### config.mk
export PLATFORM = sky130hd
export DESIGN_NAME = adcc_conv_ctrl
export DESIGN_NICKNAME = d
export VERILOG_FILES = /design/src/logic/adcc_pkg.sv /design/src/logic/adcc_conv_ctrl.sv
export VERILOG_INCLUDE_DIRS = /design/src /design/src/logic
export SDC_FILE = /design/constraint.sdc
export NUM_CORES = 1
export LEC_CHECK = 0
export BUFFER_PORTS_ARGS = -buffer_cell sky130_fd_sc_hd__buf_2
export CELL_PAD_IN_SITES_DETAIL_PLACEMENT = 1
export CELL_PAD_IN_SITES_GLOBAL_PLACEMENT = 1
export CORE_ASPECT_RATIO = 1.1
export CORE_MARGIN = 2
export CORE_UTILIZATION = 36
export CTS_CLUSTER_SIZE = 40
export DETAILED_ROUTE_END_ITERATION = 10
export PLACE_DENSITY = 0.9
export SLEW_MARGIN = 20
export SYNTH_ARGS = -nofsm -noshare
export SYNTH_HDL_FRONTEND = slang
export SYNTH_SLANG_ARGS = --single-unit
### constraint.sdc
create_clock -name mclk_i -period 1.7 [get_ports mclk_i]
set_input_delay 0.255 -clock mclk_i [delete_from_list [all_inputs] [get_ports mclk_i]]
set_output_delay 0.255 -clock mclk_i [all_outputs]
set_load 0.05 [all_outputs]
### src/logic/adcc_map.svh
/*
  Register offsets, field positions, reset values and timing counts of the
  conversion control block. Assumes byte addressing on an 8-bit AXI4-Lite
  address, one aligned 32-bit word per register.
*/
// Behaviour
// - Each conversion lasts exactly 40 machine cycles from start to completion flag.
// - One of five inputs is chosen by the selector; each conversion yields 8 bits.
// - Control bits 2..0 are a binary channel code; 000..100 pick inputs 0..4.
// - Channel code may change only while start bit and completion flag are low.
// - With the converter disabled, the five analog pins act as plain digital pins.
// - Completion flag, control bit 4, is set when a conversion finishes.
// - Interrupt request while completion flag, converter interrupt enable and global interrupt enable are all 1.
// - Completion flag is read-only and clears when the result is read.
// - Writing 1 to control bit 3 starts a conversion; bit stays high throughout.
// - Only completion or entry into idle or power-down clears the start bit; software writes of 0 do nothing.
// - Flag/start pair: 00 idle, 01 busy, 10 result waiting; start only in 00.
// - Start requests while busy or result waiting are dropped, never queued.
// - A start during a running conversion does not restart or disturb it.
// - Result register holds the finished value unchanged while the flag is 1.
// - Entering idle or power-down aborts a running conversion.
// - A waiting result and its flag survive entry into idle mode.
// - While enabled, a digital read of the selected analog pin returns 1.
// - Control register sits at address a0, result register at 84.
// - No interrupt request while the global interrupt enable bit 7 is 0.
// - One machine cycle equals twelve oscillator periods.
`ifndef ADCC_MAP_SVH
`define ADCC_MAP_SVH

// Byte offsets
`define ADCC_OFS_RESULT   8'h84
`define ADCC_OFS_CONTROL  8'ha0
`define ADCC_OFS_IRQ_EN   8'ha8
`define ADCC_OFS_PORT     8'h90
`define ADCC_OFS_POWER    8'hb4

// Control fields
`define ADCC_CTL_ENABLE   5
`define ADCC_CTL_FLAG     4
`define ADCC_CTL_START    3
`define ADCC_CTL_CHAN_HI  2
// Interrupt enable fields
`define ADCC_IE_GLOBAL    7
`define ADCC_IE_CONV      6
// Power fields
`define ADCC_PWR_IDLE     0
`define ADCC_PWR_DOWN     1

// Reset values
`define ADCC_RST_PORT     5'h1f
`define ADCC_RST_CHAN     3'h0
`define ADCC_RST_RESULT   8'h00

// Timing: machine cycles per conversion, oscillator periods per machine cycle
`define ADCC_CONV_MC      40
`define ADCC_OSC_PER_MC   12
`define ADCC_DIV_LAST     (`ADCC_OSC_PER_MC - 1)
`define ADCC_MC_LAST      (`ADCC_CONV_MC - 1)

// AXI responses
`define ADCC_RESP_OKAY    2'h0
`define ADCC_RESP_SLVERR  2'h2

`endif

### src/logic/adcc_pkg.sv
/*
  Types of the conversion control block: the packed state record.
  Assumes adcc_map.svh supplies the numeric constants.
*/
package adcc_pkg;

  typedef struct packed {
    logic       awready;
    logic       wready;
    logic       aw_held;
    logic       w_held;
    logic [7:0] waddr;
    logic [7:0] wdata;
    logic       wlane0;
    logic       bvalid;
    logic [1:0] bresp;
    logic       arready;
    logic       rvalid;
    logic [7:0] rdata;
    logic [1:0] rresp;
    logic       enable;
    logic       flag;
    logic       start;
    logic [2:0] chan;
    logic [7:0] result;
    logic [3:0] div;
    logic [5:0] mcnt;
    logic       ie_conv;
    logic       ie_global;
    logic       idle;
    logic       pdown;
    logic [4:0] port_latch;
    logic       irq;
    logic       sample;
    logic [4:0] pin_oe;
  } adcc_state_s;

endpackage

### src/logic/adcc_conv_ctrl.sv
/*
  Conversion control block: control and result registers, machine cycle
  divider, conversion timing, interrupt request and analog pin digital view,
  all behind an AXI4-Lite slave. Assumes an external converter presents its
  8-bit answer for the channel on chan_sel_o at conv_data_i, and that every
  input is synchronous to mclk_i.
*/
// The AXI4-Lite slave port was left to the implementer.
`timescale 1ns/1ps
`include "adcc_map.svh"

module adcc_conv_ctrl
  import adcc_pkg::*;
(
  input  wire logic        mclk_i,
  input  wire logic        rst_n_i,
  input  wire logic [7:0]  s_axi_awaddr_i,
  input  wire logic        s_axi_awvalid_i,
  output logic             s_axi_awready_o,
  input  wire logic [31:0] s_axi_wdata_i,
  input  wire logic [3:0]  s_axi_wstrb_i,
  input  wire logic        s_axi_wvalid_i,
  output logic             s_axi_wready_o,
  output logic [1:0]       s_axi_bresp_o,
  output logic             s_axi_bvalid_o,
  input  wire logic        s_axi_bready_i,
  input  wire logic [7:0]  s_axi_araddr_i,
  input  wire logic        s_axi_arvalid_i,
  output logic             s_axi_arready_o,
  output logic [31:0]      s_axi_rdata_o,
  output logic [1:0]       s_axi_rresp_o,
  output logic             s_axi_rvalid_o,
  input  wire logic        s_axi_rready_i,
  input  wire logic [7:0]  conv_data_i,
  output logic [2:0]       chan_sel_o,
  output logic             sample_o,
  output logic             irq_o,
  input  wire logic [4:0]  pin_i,
  output logic [4:0]       pin_o,
  output logic [4:0]       pin_oe_o
);

  adcc_state_s st;
  adcc_state_s next_st;

  ////////////////////////////////////////////////////////////////////////////
  // Helpers

  // Known register word, shared by the read and write paths
  function automatic logic is_mapped(input logic [7:0] a);
    logic [7:0] w;
    w = {a[7:2], 2'b00};
    return (w == `ADCC_OFS_RESULT) || (w == `ADCC_OFS_CONTROL) ||
           (w == `ADCC_OFS_IRQ_EN) || (w == `ADCC_OFS_PORT) ||
           (w == `ADCC_OFS_POWER);
  endfunction

  // Same word as a given offset, low address bits ignored
  function automatic logic hits(input logic [7:0] a, input logic [7:0] ofs);
    return {a[7:2], 2'b00} == ofs;
  endfunction

  ////////////////////////////////////////////////////////////////////////////
  // Next state

  always_comb
  begin
    logic       idle_now;
    logic [4:0] pin_view;
    logic [7:0] rd;
    logic [7:0] wd;
    logic       conv_done;
    idle_now  = 1'b0;
    pin_view  = 5'h00;
    rd        = 8'h00;
    wd        = 8'h00;
    conv_done = 1'b0;
    next_st   = st;
    next_st.sample = 1'b0;

    // Flag/start pair 00 means ready for a new start or a channel change
    idle_now = !st.flag && !st.start;

    // Digital view of the analog pins; selected pin reads 1 while enabled
    pin_view = pin_i;
    if (st.enable && (st.chan <= 3'h4))
    begin
      pin_view[st.chan] = 1'b1;
    end

    // Write address and data are taken independently, in either order
    if (s_axi_awvalid_i && st.awready)
    begin
      next_st.aw_held = 1'b1;
      next_st.waddr   = s_axi_awaddr_i;
    end
    if (s_axi_wvalid_i && st.wready)
    begin
      next_st.w_held = 1'b1;
      next_st.wdata  = s_axi_wdata_i[7:0];
      next_st.wlane0 = s_axi_wstrb_i[0];
    end
    if (st.bvalid && s_axi_bready_i)
    begin
      next_st.bvalid = 1'b0;
    end

    // Perform a write once both halves are held and no response is pending
    if (st.aw_held && st.w_held && !st.bvalid)
    begin
      next_st.aw_held = 1'b0;
      next_st.w_held  = 1'b0;
      next_st.bvalid  = 1'b1;
      next_st.bresp   = is_mapped(st.waddr) ? `ADCC_RESP_OKAY : `ADCC_RESP_SLVERR;
      wd = st.wdata;
      // Only lane 0 carries register bits; other lanes are ignored
      if (st.wlane0)
      begin
        if (hits(st.waddr, `ADCC_OFS_CONTROL))
        begin
          next_st.enable = wd[`ADCC_CTL_ENABLE];
          // Channel code locked unless ready; software must also respect this
          if (idle_now)
          begin
            next_st.chan = wd[`ADCC_CTL_CHAN_HI:0];
          end
          // Start only from 00, enabled and awake; other requests are lost
          if (wd[`ADCC_CTL_START] && idle_now && wd[`ADCC_CTL_ENABLE] &&
              !st.idle && !st.pdown)
          begin
            next_st.start  = 1'b1;
            next_st.div    = 4'h0;
            next_st.mcnt   = 6'h00;
            next_st.sample = 1'b1;
          end
          // Writing 0 to start and anything to the flag has no effect
        end
        if (hits(st.waddr, `ADCC_OFS_IRQ_EN))
        begin
          next_st.ie_conv   = wd[`ADCC_IE_CONV];
          next_st.ie_global = wd[`ADCC_IE_GLOBAL];
        end
        if (hits(st.waddr, `ADCC_OFS_PORT))
        begin
          next_st.port_latch = wd[4:0];
        end
        if (hits(st.waddr, `ADCC_OFS_POWER))
        begin
          next_st.idle  = wd[`ADCC_PWR_IDLE];
          next_st.pdown = wd[`ADCC_PWR_DOWN];
        end
      end
    end

    // Read path: one outstanding read, data captured at the address edge
    if (st.rvalid && s_axi_rready_i)
    begin
      next_st.rvalid = 1'b0;
    end
    if (s_axi_arvalid_i && st.arready)
    begin
      if (hits(s_axi_araddr_i, `ADCC_OFS_RESULT))
      begin
        rd = st.result;
        // Reading the result releases the waiting state
        next_st.flag = 1'b0;
      end
      else if (hits(s_axi_araddr_i, `ADCC_OFS_CONTROL))
      begin
        rd = {2'b00, st.enable, st.flag, st.start, st.chan};
      end
      else if (hits(s_axi_araddr_i, `ADCC_OFS_IRQ_EN))
      begin
        rd = {st.ie_global, st.ie_conv, 6'h00};
      end
      else if (hits(s_axi_araddr_i, `ADCC_OFS_PORT))
      begin
        rd = {3'h0, pin_view};
      end
      else if (hits(s_axi_araddr_i, `ADCC_OFS_POWER))
      begin
        rd = {6'h00, st.pdown, st.idle};
      end
      next_st.rvalid = 1'b1;
      next_st.rdata  = rd;
      next_st.rresp  = is_mapped(s_axi_araddr_i) ? `ADCC_RESP_OKAY : `ADCC_RESP_SLVERR;
    end

    // Machine cycle divider and conversion counter run only while busy
    if (st.start)
    begin
      if (st.div == 4'(`ADCC_DIV_LAST))
      begin
        next_st.div = 4'h0;
        if (st.mcnt == 6'(`ADCC_MC_LAST))
        begin
          conv_done = 1'b1;
        end
        else
        begin
          next_st.mcnt = st.mcnt + 6'h01;
        end
      end
      else
      begin
        next_st.div = st.div + 4'h1;
      end
    end

    // Sleep modes abort a conversion but keep a waiting result intact
    if (next_st.idle || next_st.pdown)
    begin
      next_st.start = 1'b0;
      next_st.div   = 4'h0;
      next_st.mcnt  = 6'h00;
    end
    else if (conv_done)
    begin
      // Start drops in the same edge the flag rises; set wins over clear
      next_st.start  = 1'b0;
      next_st.flag   = 1'b1;
      next_st.result = conv_data_i;
    end

    // Ready lines follow what is held
    next_st.awready = !next_st.aw_held;
    next_st.wready  = !next_st.w_held;
    next_st.arready = !next_st.rvalid;

    // Interrupt request gated by both enables
    next_st.irq = next_st.flag && next_st.ie_conv && next_st.ie_global;

    // Analog pins float while enabled; otherwise open drain from the latch
    next_st.pin_oe = next_st.enable ? 5'h00 : ~next_st.port_latch;
  end

  ////////////////////////////////////////////////////////////////////////////
  // State register

  always_ff @(posedge mclk_i)
  begin
    if (!rst_n_i)
    begin
      st            <= '0;
      st.awready    <= 1'b1;
      st.wready     <= 1'b1;
      st.arready    <= 1'b1;
      st.chan       <= `ADCC_RST_CHAN;
      st.result     <= `ADCC_RST_RESULT;
      st.port_latch <= `ADCC_RST_PORT;
    end
    else
    begin
      st <= next_st;
    end
  end

  ////////////////////////////////////////////////////////////////////////////
  // Outputs straight from the state register, except pin_o, which is tied to 0

  assign s_axi_awready_o = st.awready;
  assign s_axi_wready_o  = st.wready;
  assign s_axi_bvalid_o  = st.bvalid;
  assign s_axi_bresp_o   = st.bresp;
  assign s_axi_arready_o = st.arready;
  assign s_axi_rvalid_o  = st.rvalid;
  assign s_axi_rdata_o   = {24'h000000, st.rdata};
  assign s_axi_rresp_o   = st.rresp;
  assign chan_sel_o      = st.chan;
  assign sample_o        = st.sample;
  assign irq_o           = st.irq;
  assign pin_o           = 5'h00; // Open drain: only ever pulls low
  assign pin_oe_o        = st.pin_oe;

endmodule // adcc_conv_ctrl

==> results of run 1 <==
## where the power goes
group | leakage (uW) | internal (uW) | switching [uW] | total [uW]
clock | 0.0000883 | 669 | 661 | 1330
combinational | 0.00117 | 141 | 415 | 556
sequential | 0.000588 | 1740 | 44.7 | 1780
## metal layers
layer,vias up,global-route usage (%),wire length (um)
met5,-,0,0
met4,0,9.785,309
met3,24,4.654,480
met2,111,34.26,5535
met1,1543,21.84,4273
li1,1521,-,-
## repair_timing
item | CTS | global route
hold buffers | 0 | 0
pin swaps | 0 | 10
setup endpoints to repair | 5 | 16
buffers inserted | 0 | 5
cloned | 0 | 0
gates resized for setup | 3 | 18
## cells by family (layout without fill, tap and decap cells)
family / after synthesis / in the layout / share of synthesized area [%]
DFF: 72 / 72 / 40.68
muxes: 24 / 24 / 6.850
AOI/OAI and AO/OA: 86 / 86 / 15.29
other: 1 / 31 / 0.1058
xor gates and xnor gates: 2 / 2 / 0.4944
adders and majority gates: 2 / 2 / 0.7061
and+or+nand+nor: 151 / 151 / 22.56
buffers and inverters: 73 / 123 / 13.31
## through the flow
step	worst slack (ns)	util, %	instances	power [uW]	hold WS [ns]
floorplan	0.05869	-	441	2289	0.3910
global placement	0.06342	41.56	588	2349	0.4491
detailed placement	-0.03585	41.56	588	2368	0.4528
CTS	0.01703	43.65	603	3692	0.1158
global route	-0.04399	44.86	608	3801	0.1209
finish	0.04776	44.86	608	3671	0.1348
## state kept, by name, indices dropped and copies added, names as in the netlist
name             flops
s_axi_rresp_o        1
s_axi_rvalid_o       1
pin_oe_o             5
s_axi_bvalid_o       1
chan_sel_o           3
irq_o                1
s_axi_arready_o      1
sample_o             1
s_axi_awready_o      1
s_axi_bresp_o        1
s_axi_wready_o       1
st                  47
s_axi_rdata_o        8
## worst min-delay path by stage
stage | startpoint | endpoint | slack (ns)
after floorplan | s_axi_wdata_i[4] | st[60] | 0.39
after global placement | st[28] | st[28] | 0.45
after detailed placement | st[60] | st[60] | 0.45
after CTS | s_axi_wdata_i[7] | st[63] | 0.12
after global routing | conv_data_i[1] | st[27] | 0.12
final | s_axi_wdata_i[7] | st[63] | 0.13
## Yosys cell counts (6+ instances only)
| cell type | count |
|---|---|
| and3_1 | 7 |
| dfxtp_1 | 72 |
| o21ai_0 | 13 |
| nand3_1 | 9 |
| mux2i_1 | 22 |
| nand4_1 | 6 |
| nand2_1 | 55 |
| inv_1 | 8 |
| a31oi_1 | 10 |
| a21oi_1 | 28 |
| buf_4 | 50 |
| nor3_1 | 6 |
| clkbuf_1 | 12 |
| nor2_1 | 20 |
| nor2b_1 | 10 |
## cell type report
class / count / area, um^2 / share of cell area, %
multi-input cells: 296 / 1823 / 43.03
well taps: 117 / 146.4 / 3.455
inverters: 8 / 30.03 / 0.7088
repair buffers: 100 / 604.3 / 14.26
clock inverters: 5 / 58.81 / 1.388
flip-flops and latches: 72 / 1446 / 34.14
clock buffers: 10 / 127.6 / 3.012
## critical path, stage by stage (launching register included)
cell and delay, ns:
dfxtp_2 0.37, ha_4 0.14, nand4b_1 0.09, buf_4 0.17, nor4_2 0.28, mux2_4 0.21, buf_12 0.13, mux2i_1 0.18
==> summary.txt, run 1 <==
Logic synthesis
  • Mean Syn Cell Area: 8.621 um^2
  • Synth Instances: 411
  • #FFs+latches synth: 72
  • Ys Warns: 0
  • Area of the mapped netlist: 3543 um^2
  • Post-synth ARST share: 0%
  • Ys flop type: dfxtp_1
  • Synth top area share: 40.68%
  • Dominant cell type by area after synthesis: dfxtp_1
  • Post-synthesis sequential area ratio: 40.68%
  • EDFF count, synth: 0
  • Cells taking the most area after synthesis: dfxtp_1, buf_4, mux2i_1, nand2_1, a21oi_1
  • Distinct cells, synth: 53

CTS
  • Clk slew on worst S/H paths: 0.08 ns
  • H-tree depth: 3
  • CTS buffer count: 9
  • CTS sink count: 72
  • CTS tree: yes
  • Clock Tree Root: clkbuf_8
  • Clk_lat worst skew: 0.36 ns
  • Buffer depth of the longest clock path: 2

Final layout
  • Final instance area: 4237 um^2
  • Fillcell total: 1159
  • Synth-to-layout area growth: 19.56%
  • ANT cells: 0
  • Most common cell after layout, fill and taps aside: dfxtp_1
  • Layout cells sized above 1: 28.72%
  • Commonest cells after routing, fill and taps aside: dfxtp_1, buf_2, nand2_1, buf_4, conb_1
  • NumNets Final: 561

GRT
  • First-pass GRT wire length: 16.35 mm
  • Number of global-route vias before repair: 3300
  • Largest net degree at the start of global routing: 34
  • Initial antenna violation count: 0
  • Remaining Overflow, GRT: 0
  • Tot GR Track Use: 19.40%

STA
  • Fmax: 0.6052 GHz
  • Clock skew: 0.01759 ns
  • Max Slew Vio Count: 0
  • Fin crit share: 97.19%
  • Final setup vio count: 0
  • Min Tclk post-route: 1.652 ns
  • Fin. Hold Viols: 0
  • Setup TNS: 0 ns

Worst setup path
  • Worst Path Arrival: 1.94 ns
  • Crit path max fanout: 8
  • Startpoint Class: register
  • CP Class: reg2reg
  • R2R Setup Slk: 0.05 ns
  • Reg2reg end: st[33]
  • Critical Path End Type: register
  • Reg2Reg Depth: 7
  • R2r startpoint: st[17]
  • Critical Path End: st[33]
  • CP required: 1.99 ns
  • Worst setup path start: st[17]

Routing
  • Avg WL per Cell: 17.43 um
  • WL final: 10.60 mm
  • DR pass1 iterations: 4
  • Via density per instance: 5.262
  • Post-route ant nets: 0
  • DR iter-0 viols: 156
  • DRC Markers: 0
  • Via count: 3199

Placement
  • DP HPWL: 7.286 mm
  • Port-buffer cells: 65
  • Post-Place Cell Area: 3925 um^2
  • GPL Wtd Cong: 0.8627

Job
  • Max-cap check violation count: 0

Floorplan
  • Die Wd: 98.60 um
  • Die area: 10650 um^2
  • FP Rows: 37
  • Io pins: 128
  • Die H: 108.1 um
  • CORE AREA: 9444 um^2
  • Starting density of the core: 37.52%

Min path
  • Worst Hold Depth: 3
  • Tightest Hold Check Type: in2reg

Outcome
  • Status: finished, final reports clean

Power
  • Maximum VDD drop: 0.0004936 V
  • PD cells: 866.5 nW/um^2
  • Leak Pwr: 0.001842 uW
No activity file was read; power rests on OpenSTA's default activity.
==> run 2: changes to the inputs <==
==> constraint.sdc (replaced) <==
create_clock -name mclk_i -period 1.7 [get_ports mclk_i]
set_input_delay 0.255 -clock mclk_i [delete_from_list [all_inputs] [get_ports mclk_i]]
set_output_delay 0.255 -clock mclk_i [all_outputs]
set_load 0.01 [all_outputs]
==> summary.txt, run 2 (synthesized netlist as in run 1, its figures left out) <==
Worst setup path
  • R2R Setup Slk: -0.08 ns (-0.13 ns)
  • CP required: 1.96 ns (-0.03 ns)
  • Worst Path Arrival: 2.04 ns (+0.10 ns)
  • CP Class: reg2reg
  • Critical Path End Type: register
  • Crit path max fanout: 3 (-5)
  • Startpoint Class: register
  • Max stage delay cell, worst path: nor3_1
  • CP Cell Sequence: nand4b_1, buf_4, nor3_1, mux2i_1, nor2_1
  • CP max stage delay: 0.46 ns (+0.09 ns)

STA
  • Max Slew Vio Count: 0 (unchanged)
  • Final setup vio count: 7 (+7)
  • Fmax: 0.5607 GHz (-7.4%)
  • RSZ-0062 raised after global routing: true
  • Setup TNS: -0.2554 ns (-0.2554 ns)
  • Min Tclk post-route: 1.783 ns (+0.1311 ns)
  • Clock skew: 0.01196 ns (-0.005626 ns)
  • Fin. Hold Viols: 0 (unchanged)
  • Fin crit share: 104.9% (+7.7 points)
  • Setup slack after layout: -0.08339 ns (-0.1311 ns)
  • Slew HR: 64.25%
  • Least-Margin Pin Slew: 0.5321 ns

Floorplan
  • Die area: 10650 um^2 (unchanged)
  • Io pins: 128 (unchanged)
  • Die Wd: 98.60 um (unchanged)
  • Die H: 108.1 um (unchanged)
  • CORE AREA: 9444 um^2 (unchanged)
  • Starting density of the core: 37.52% (unchanged)
  • FP Rows: 37 (unchanged)

Power
  • Switching share of power: 26.12% (-4.4 points)
  • Clock share of power: 41.1% (+4.9 points)
  • Combinational fraction of design power: 10.1% (-5.1 points)
  • PD cells: 852.0 nW/um^2 (-1.7%)
  • Maximum VDD drop: 0.0005854 V (+19%)
  • Int Pwr: 2698 uW (+5.8%)
  • Flop pwr share: 48.9% (+0.3 points)
  • Net switching power: 953.9 uW (-15%)
  • Leak Pwr: 0.001859 uW (+0.94%)

Final layout
  • Layout cells sized above 1: 30.08% (+1.4 points)
  • Largest register FFs: 47 (unchanged)
  • Largest Register: st
  • Commonest cells after routing, fill and taps aside: dfxtp_1, buf_2, nand2_1, buf_4, conb_1
  • Final instance area: 4287 um^2 (+1.2%)
  • Synth-to-layout area growth: 20.97%
  • ANT cells: 0 (unchanged)
  • NumNets Final: 562 (+0.18%)
  • Fillcell total: 1171 (+1.0%)

Routing
  • Post-route ant nets: 0 (unchanged)
  • Met3 WL post-DR: 461 um (-4.0%)
  • Via density per instance: 5.447 (+3.5%)
  • DR iter-0 viols: 214 (+37%)
  • Highest routed metal layer: met4
  • Via count: 3317 (+3.7%)
  • DRC Markers: 0 (unchanged)
  • WL final: 11.51 mm (+8.6%)
  • Avg WL per Cell: 18.90 um (+8.4%)
  • DR pass1 iterations: 4 (unchanged)
  • Met2 routed WL: 6.092 mm (+10%)
  • Metal1 wirelength: 4.494 mm (+5.2%)

CTS
  • Clk_lat worst skew: 0.37 ns (about the same)
  • Buffer depth of the longest clock path: 2 (unchanged)
  • H-tree depth: 3 (unchanged)
  • CTS buffer count: 9 (unchanged)
  • Clk slew on worst S/H paths: 0.08 ns (about the same)
  • Clock Tree Root: clkbuf_8
  • CTS sink count: 72 (unchanged)
  • CTS tree: yes

Job
  • Max-cap check violation count: 0 (unchanged)

Min path
  • Tightest Hold Check Type: in2reg

Placement
  • Port-buffer cells: 65 (unchanged)
  • Post-Place Cell Area: 3924 um^2 (about the same)
  • GPL Wtd Cong: 0.8160 (-5.4%)
  • DP HPWL: 7.684 mm (+5.5%)

GRT
  • Number of global-route vias before repair: 3430 (+3.9%)
  • Tot GR Track Use: 20.00% (+0.60 points)
  • Remaining Overflow, GRT: 0 (unchanged)
  • Largest net degree at the start of global routing: 20 (-41%)
  • First-pass GRT wire length: 16.78 mm (+2.6%)
  • Initial antenna violation count: 0 (unchanged)

Outcome
  • Status: finished with violations
  • Violated checks: negative setup slack
[run 2: layout make-up]
class	count	area (um^2)	area share, %
clock buffer	10	127.6	2.977
clock inverter	5	82.58	1.926
inverter	8	30.03	0.7005
multi-input combinational	296	1839	42.91
sequential	72	1453	33.89
tap	117	146.4	3.415
timing repair buffer	101	608.1	14.19
[run 2: repair_timing]
item                                    4_1_cts  5_1_grt
endpoints found under the setup margin       15       21
cloned                                        0        0
gates resized for setup                       8       20
setup buffers                                 0        6
hold buffers                                  0        0
pin swaps                                     2        7
[run 2: worst max-delay path: cells and delay by family, from the launching register on]
kind                   cells  cell delay [ns]
and+or+nand+nor            3             0.85
DFF                        1             0.32
muxes                      1             0.29
buffers and inverters      1             0.22
[run 2: final timing paths]
| check | start | cells past startpoint | end |
|---|---|---|---|
| hold / removal | s_axi_wdata_i[4] | 3 | st[60] |
| hold reg to reg | st[62] | 2 | st[62] |
| setup reg to reg | s_axi_bvalid_o | 5 | st[13] |
| setup / recovery | s_axi_bvalid_o | 5 | st[13] |
[run 2: power by group through the flow]
stage                     Sequential, uW  Combinational [uW]  Clock (uW)
final                               1790                 368        1500
after global routing                1790                 403        1570
after detailed placement            1820                 352           0
after floorplan                     1820                 274           0
after global placement              1820                 338           0
after CTS                           1780                 358        1520
[run 2: stage by stage]
stage	setup WS, ns	util, %	cells	power (uW)	hold WS [ns]
final	-0.08339	45.39	609	3652	0.1226
after CTS	0.01156	44.08	603	3664	0.1161
after global routing	-0.1069	45.39	609	3766	0.1443
after detailed placement	-0.09336	41.55	588	2174	0.4588
after global placement	0.08990	41.55	588	2156	0.4481
after floorplan	0.1693	-	441	2090	0.3910
[run 2: layer usage]
metal  up-vias  global-route usage, %
li1       1527                      -
met1      1626                  21.44
met2       125                  35.91
met3        39                  3.878
met4         0                  12.92
met5         -                      0
==> run 3: changes to the inputs <==
==> constraint.sdc (replaced) <==
create_clock -name mclk_i -period 1.7 [get_ports mclk_i]
set_input_delay 0.51 -clock mclk_i [delete_from_list [all_inputs] [get_ports mclk_i]]
set_output_delay 0.51 -clock mclk_i [all_outputs]
set_load 0.01 [all_outputs]
==> summary.txt, run 3 (synthesized netlist as in run 1, its figures left out) <==
STA
  • Fin Hold WS: 0.3745 ns (+0.2519 ns)
  • RSZ-0062 raised after global routing: true
  • Clock skew: 0.01113 ns (-0.0008302 ns)
  • Max Slew Vio Count: 0 (unchanged)
  • Fin crit share: 102.8% (-2.1 points)
  • Fin. Hold Viols: 0 (unchanged)
  • Final setup vio count: 1 (-6)
  • Setup TNS: -0.04749 ns (+0.2079 ns)
  • Setup slack after layout: -0.04749 ns (+0.03589 ns)
  • Fmax: 0.5722 GHz (+2.1%)
  • Min Tclk post-route: 1.747 ns (-0.03589 ns)

Outcome
  • Status: finished with violations
  • Violated checks: negative setup slack

Final layout
  • Most common cell after layout, fill and taps aside: dfxtp_1
  • Layout cells sized above 1: 29.92% (-0.16 points)
  • Commonest cells after routing, fill and taps aside: dfxtp_1, buf_2, nand2_1, buf_4, conb_1
  • Synth-to-layout area growth: 20.44%
  • Largest Register: st
  • Final instance area: 4268 um^2 (-0.44%)
  • Final core occ: 45.19% (-0.20 points)
  • NumNets Final: 567 (+0.89%)
  • ANT cells: 0 (unchanged)
  • Largest register FFs: 47 (unchanged)

Worst setup path
  • CP Class: reg2reg
  • Startpoint Class: register
  • Max stage delay cell, worst path: dfxtp_2
  • CP required: 1.99 ns (+0.03 ns)
  • Crit path max fanout: 8 (+5)
  • Critical Path End Type: register
  • CP max stage delay: 0.37 ns (-0.09 ns)
  • CP Cell Sequence: ha_4, nand4b_1, nor4_1, mux2_4, buf_12, mux2i_2
  • Worst Path Arrival: 2.04 ns (about the same)

Routing
  • Post-route ant nets: 0 (unchanged)
  • Via density per instance: 5.354 (-1.7%)
  • WL final: 11.17 mm (-3.0%)
  • Avg WL per Cell: 18.16 um (-3.9%)
  • DR pass1 iterations: 4 (unchanged)
  • DRC Markers: 0 (unchanged)
  • Via count: 3293 (-0.72%)
  • DR iter-0 viols: 166 (-22%)

Floorplan
  • Starting density of the core: 37.52% (unchanged)
  • Die Wd: 98.60 um (unchanged)
  • Io pins: 128 (unchanged)
  • Die H: 108.1 um (unchanged)
  • FP Rows: 37 (unchanged)
  • Die area: 10650 um^2 (unchanged)
  • CORE AREA: 9444 um^2 (unchanged)

Power
  • Combinational fraction of design power: 10.5% (+0.4 points)
  • Maximum VDD drop: 0.0006545 V (+12%)
  • Leak Pwr: 0.001875 uW (+0.89%)
  • Switching share of power: 28.21% (+2.1 points)
  • Net switching power: 1014 uW (+6.3%)
  • Clock share of power: 39.8% (-1.3 points)
  • PD cells: 842.3 nW/um^2 (-1.1%)
  • Flop pwr share: 49.7% (+0.8 points)
  • Int Pwr: 2581 uW (-4.4%)

Placement
  • Post-Place Cell Area: 3969 um^2 (+1.1%)
  • GPL Wtd Cong: 0.8613 (+5.6%)
  • Port-buffer cells: 65 (unchanged)
  • DP HPWL: 7.830 mm (+1.9%)
  • DP Worst Slack: -0.1550 ns (-0.06166 ns)

CTS
  • Hold buffers post-CTS: 0 (unchanged)
  • Clk slew on worst S/H paths: 0.09 ns (about the same)
  • H-tree depth: 3 (unchanged)
  • Buffer depth of the longest clock path: 2 (unchanged)
  • CTS buffer count: 9 (unchanged)
  • CTS sink count: 72 (unchanged)
  • CTS tree: yes
  • Clock Tree Root: clkbuf_8
  • Clk_lat worst skew: 0.37 ns (about the same)

GRT
  • Initial antenna violation count: 0 (unchanged)
  • Tot GR Track Use: 20.51% (+0.51 points)
  • Number of global-route vias before repair: 3377 (-1.5%)
  • First-pass GRT wire length: 17.07 mm (+1.7%)
  • Largest net degree at the start of global routing: 20 (unchanged)
  • Remaining Overflow, GRT: 0 (unchanged)

Min path
  • Tightest Hold Check Type: in2reg

Job
  • Max-cap check violation count: 0 (unchanged)
## run 3: cell type report
cell class	instances	area [um^2]
flip-flops and latches	72	1448
clock buffers	9	123.9
clock inverters	7	78.83
multi-input cells	296	1795
inverters	8	30.03
well taps	117	146.4
fillers	1169	5176
repair buffers	106	645.6
## run 3: final timing paths
check             slack [ns]  cells after the start     end      startpoint
setup / recovery       -0.05                      6  st[27]          st[17]
hold / removal          0.37                      3  st[32]  conv_data_i[6]
setup reg to reg       -0.05                      6  st[27]          st[17]
hold reg to reg         0.47                      2  st[32]          st[32]
## run 3: power by group through the flow
stage	registers [uW]	clock network, uW	logic (uW)
6_report	1790	1430	377
3_5_place_dp	1820	0	365
5_1_grt	1790	1530	415
3_3_place_gp	1820	0	347
2_1_floorplan	1820	0	274
4_1_cts	1790	1440	373
## run 3: stage by stage
| stage | power, uW | std cells |
|---|---|---|
| after floorplan | 2090 | 441 |
| after global placement | 2166 | 594 |
| after detailed placement | 2188 | 594 |
| after CTS | 3602 | 610 |
| after global routing | 3739 | 615 |
| final | 3595 | 615 |
## run 3: per-layer routing
layer | wire [um] | up-vias | global-route usage [%] | share of wire [%]
met5 | 0 | - | 0 | 0
met4 | 413 | 0 | 9.687 | 3.7
met3 | 544 | 39 | 4.977 | 4.9
met2 | 6004 | 113 | 37.46 | 54
met1 | 4206 | 1610 | 22.28 | 38
li1 | - | 1531 | - | -
## run 3: worst max-delay path: cells and delay by family (launching register included)
| kind | cells | cell delay (ns) |
|---|---|---|
| DFF | 1 | 0.37 |
| buffers and inverters | 1 | 0.13 |
| muxes | 2 | 0.46 |
| adders and majority gates | 1 | 0.14 |
| and+or+nand+nor | 2 | 0.56 |
## run 3: timing repair
| action | in CTS | in global routing |
|---|---|---|
| gates resized for setup | 1 | 16 |
| buffers inserted | 0 | 5 |
| endpoints found under the setup margin | 3 | 17 |
| pin swaps | 0 | 8 |
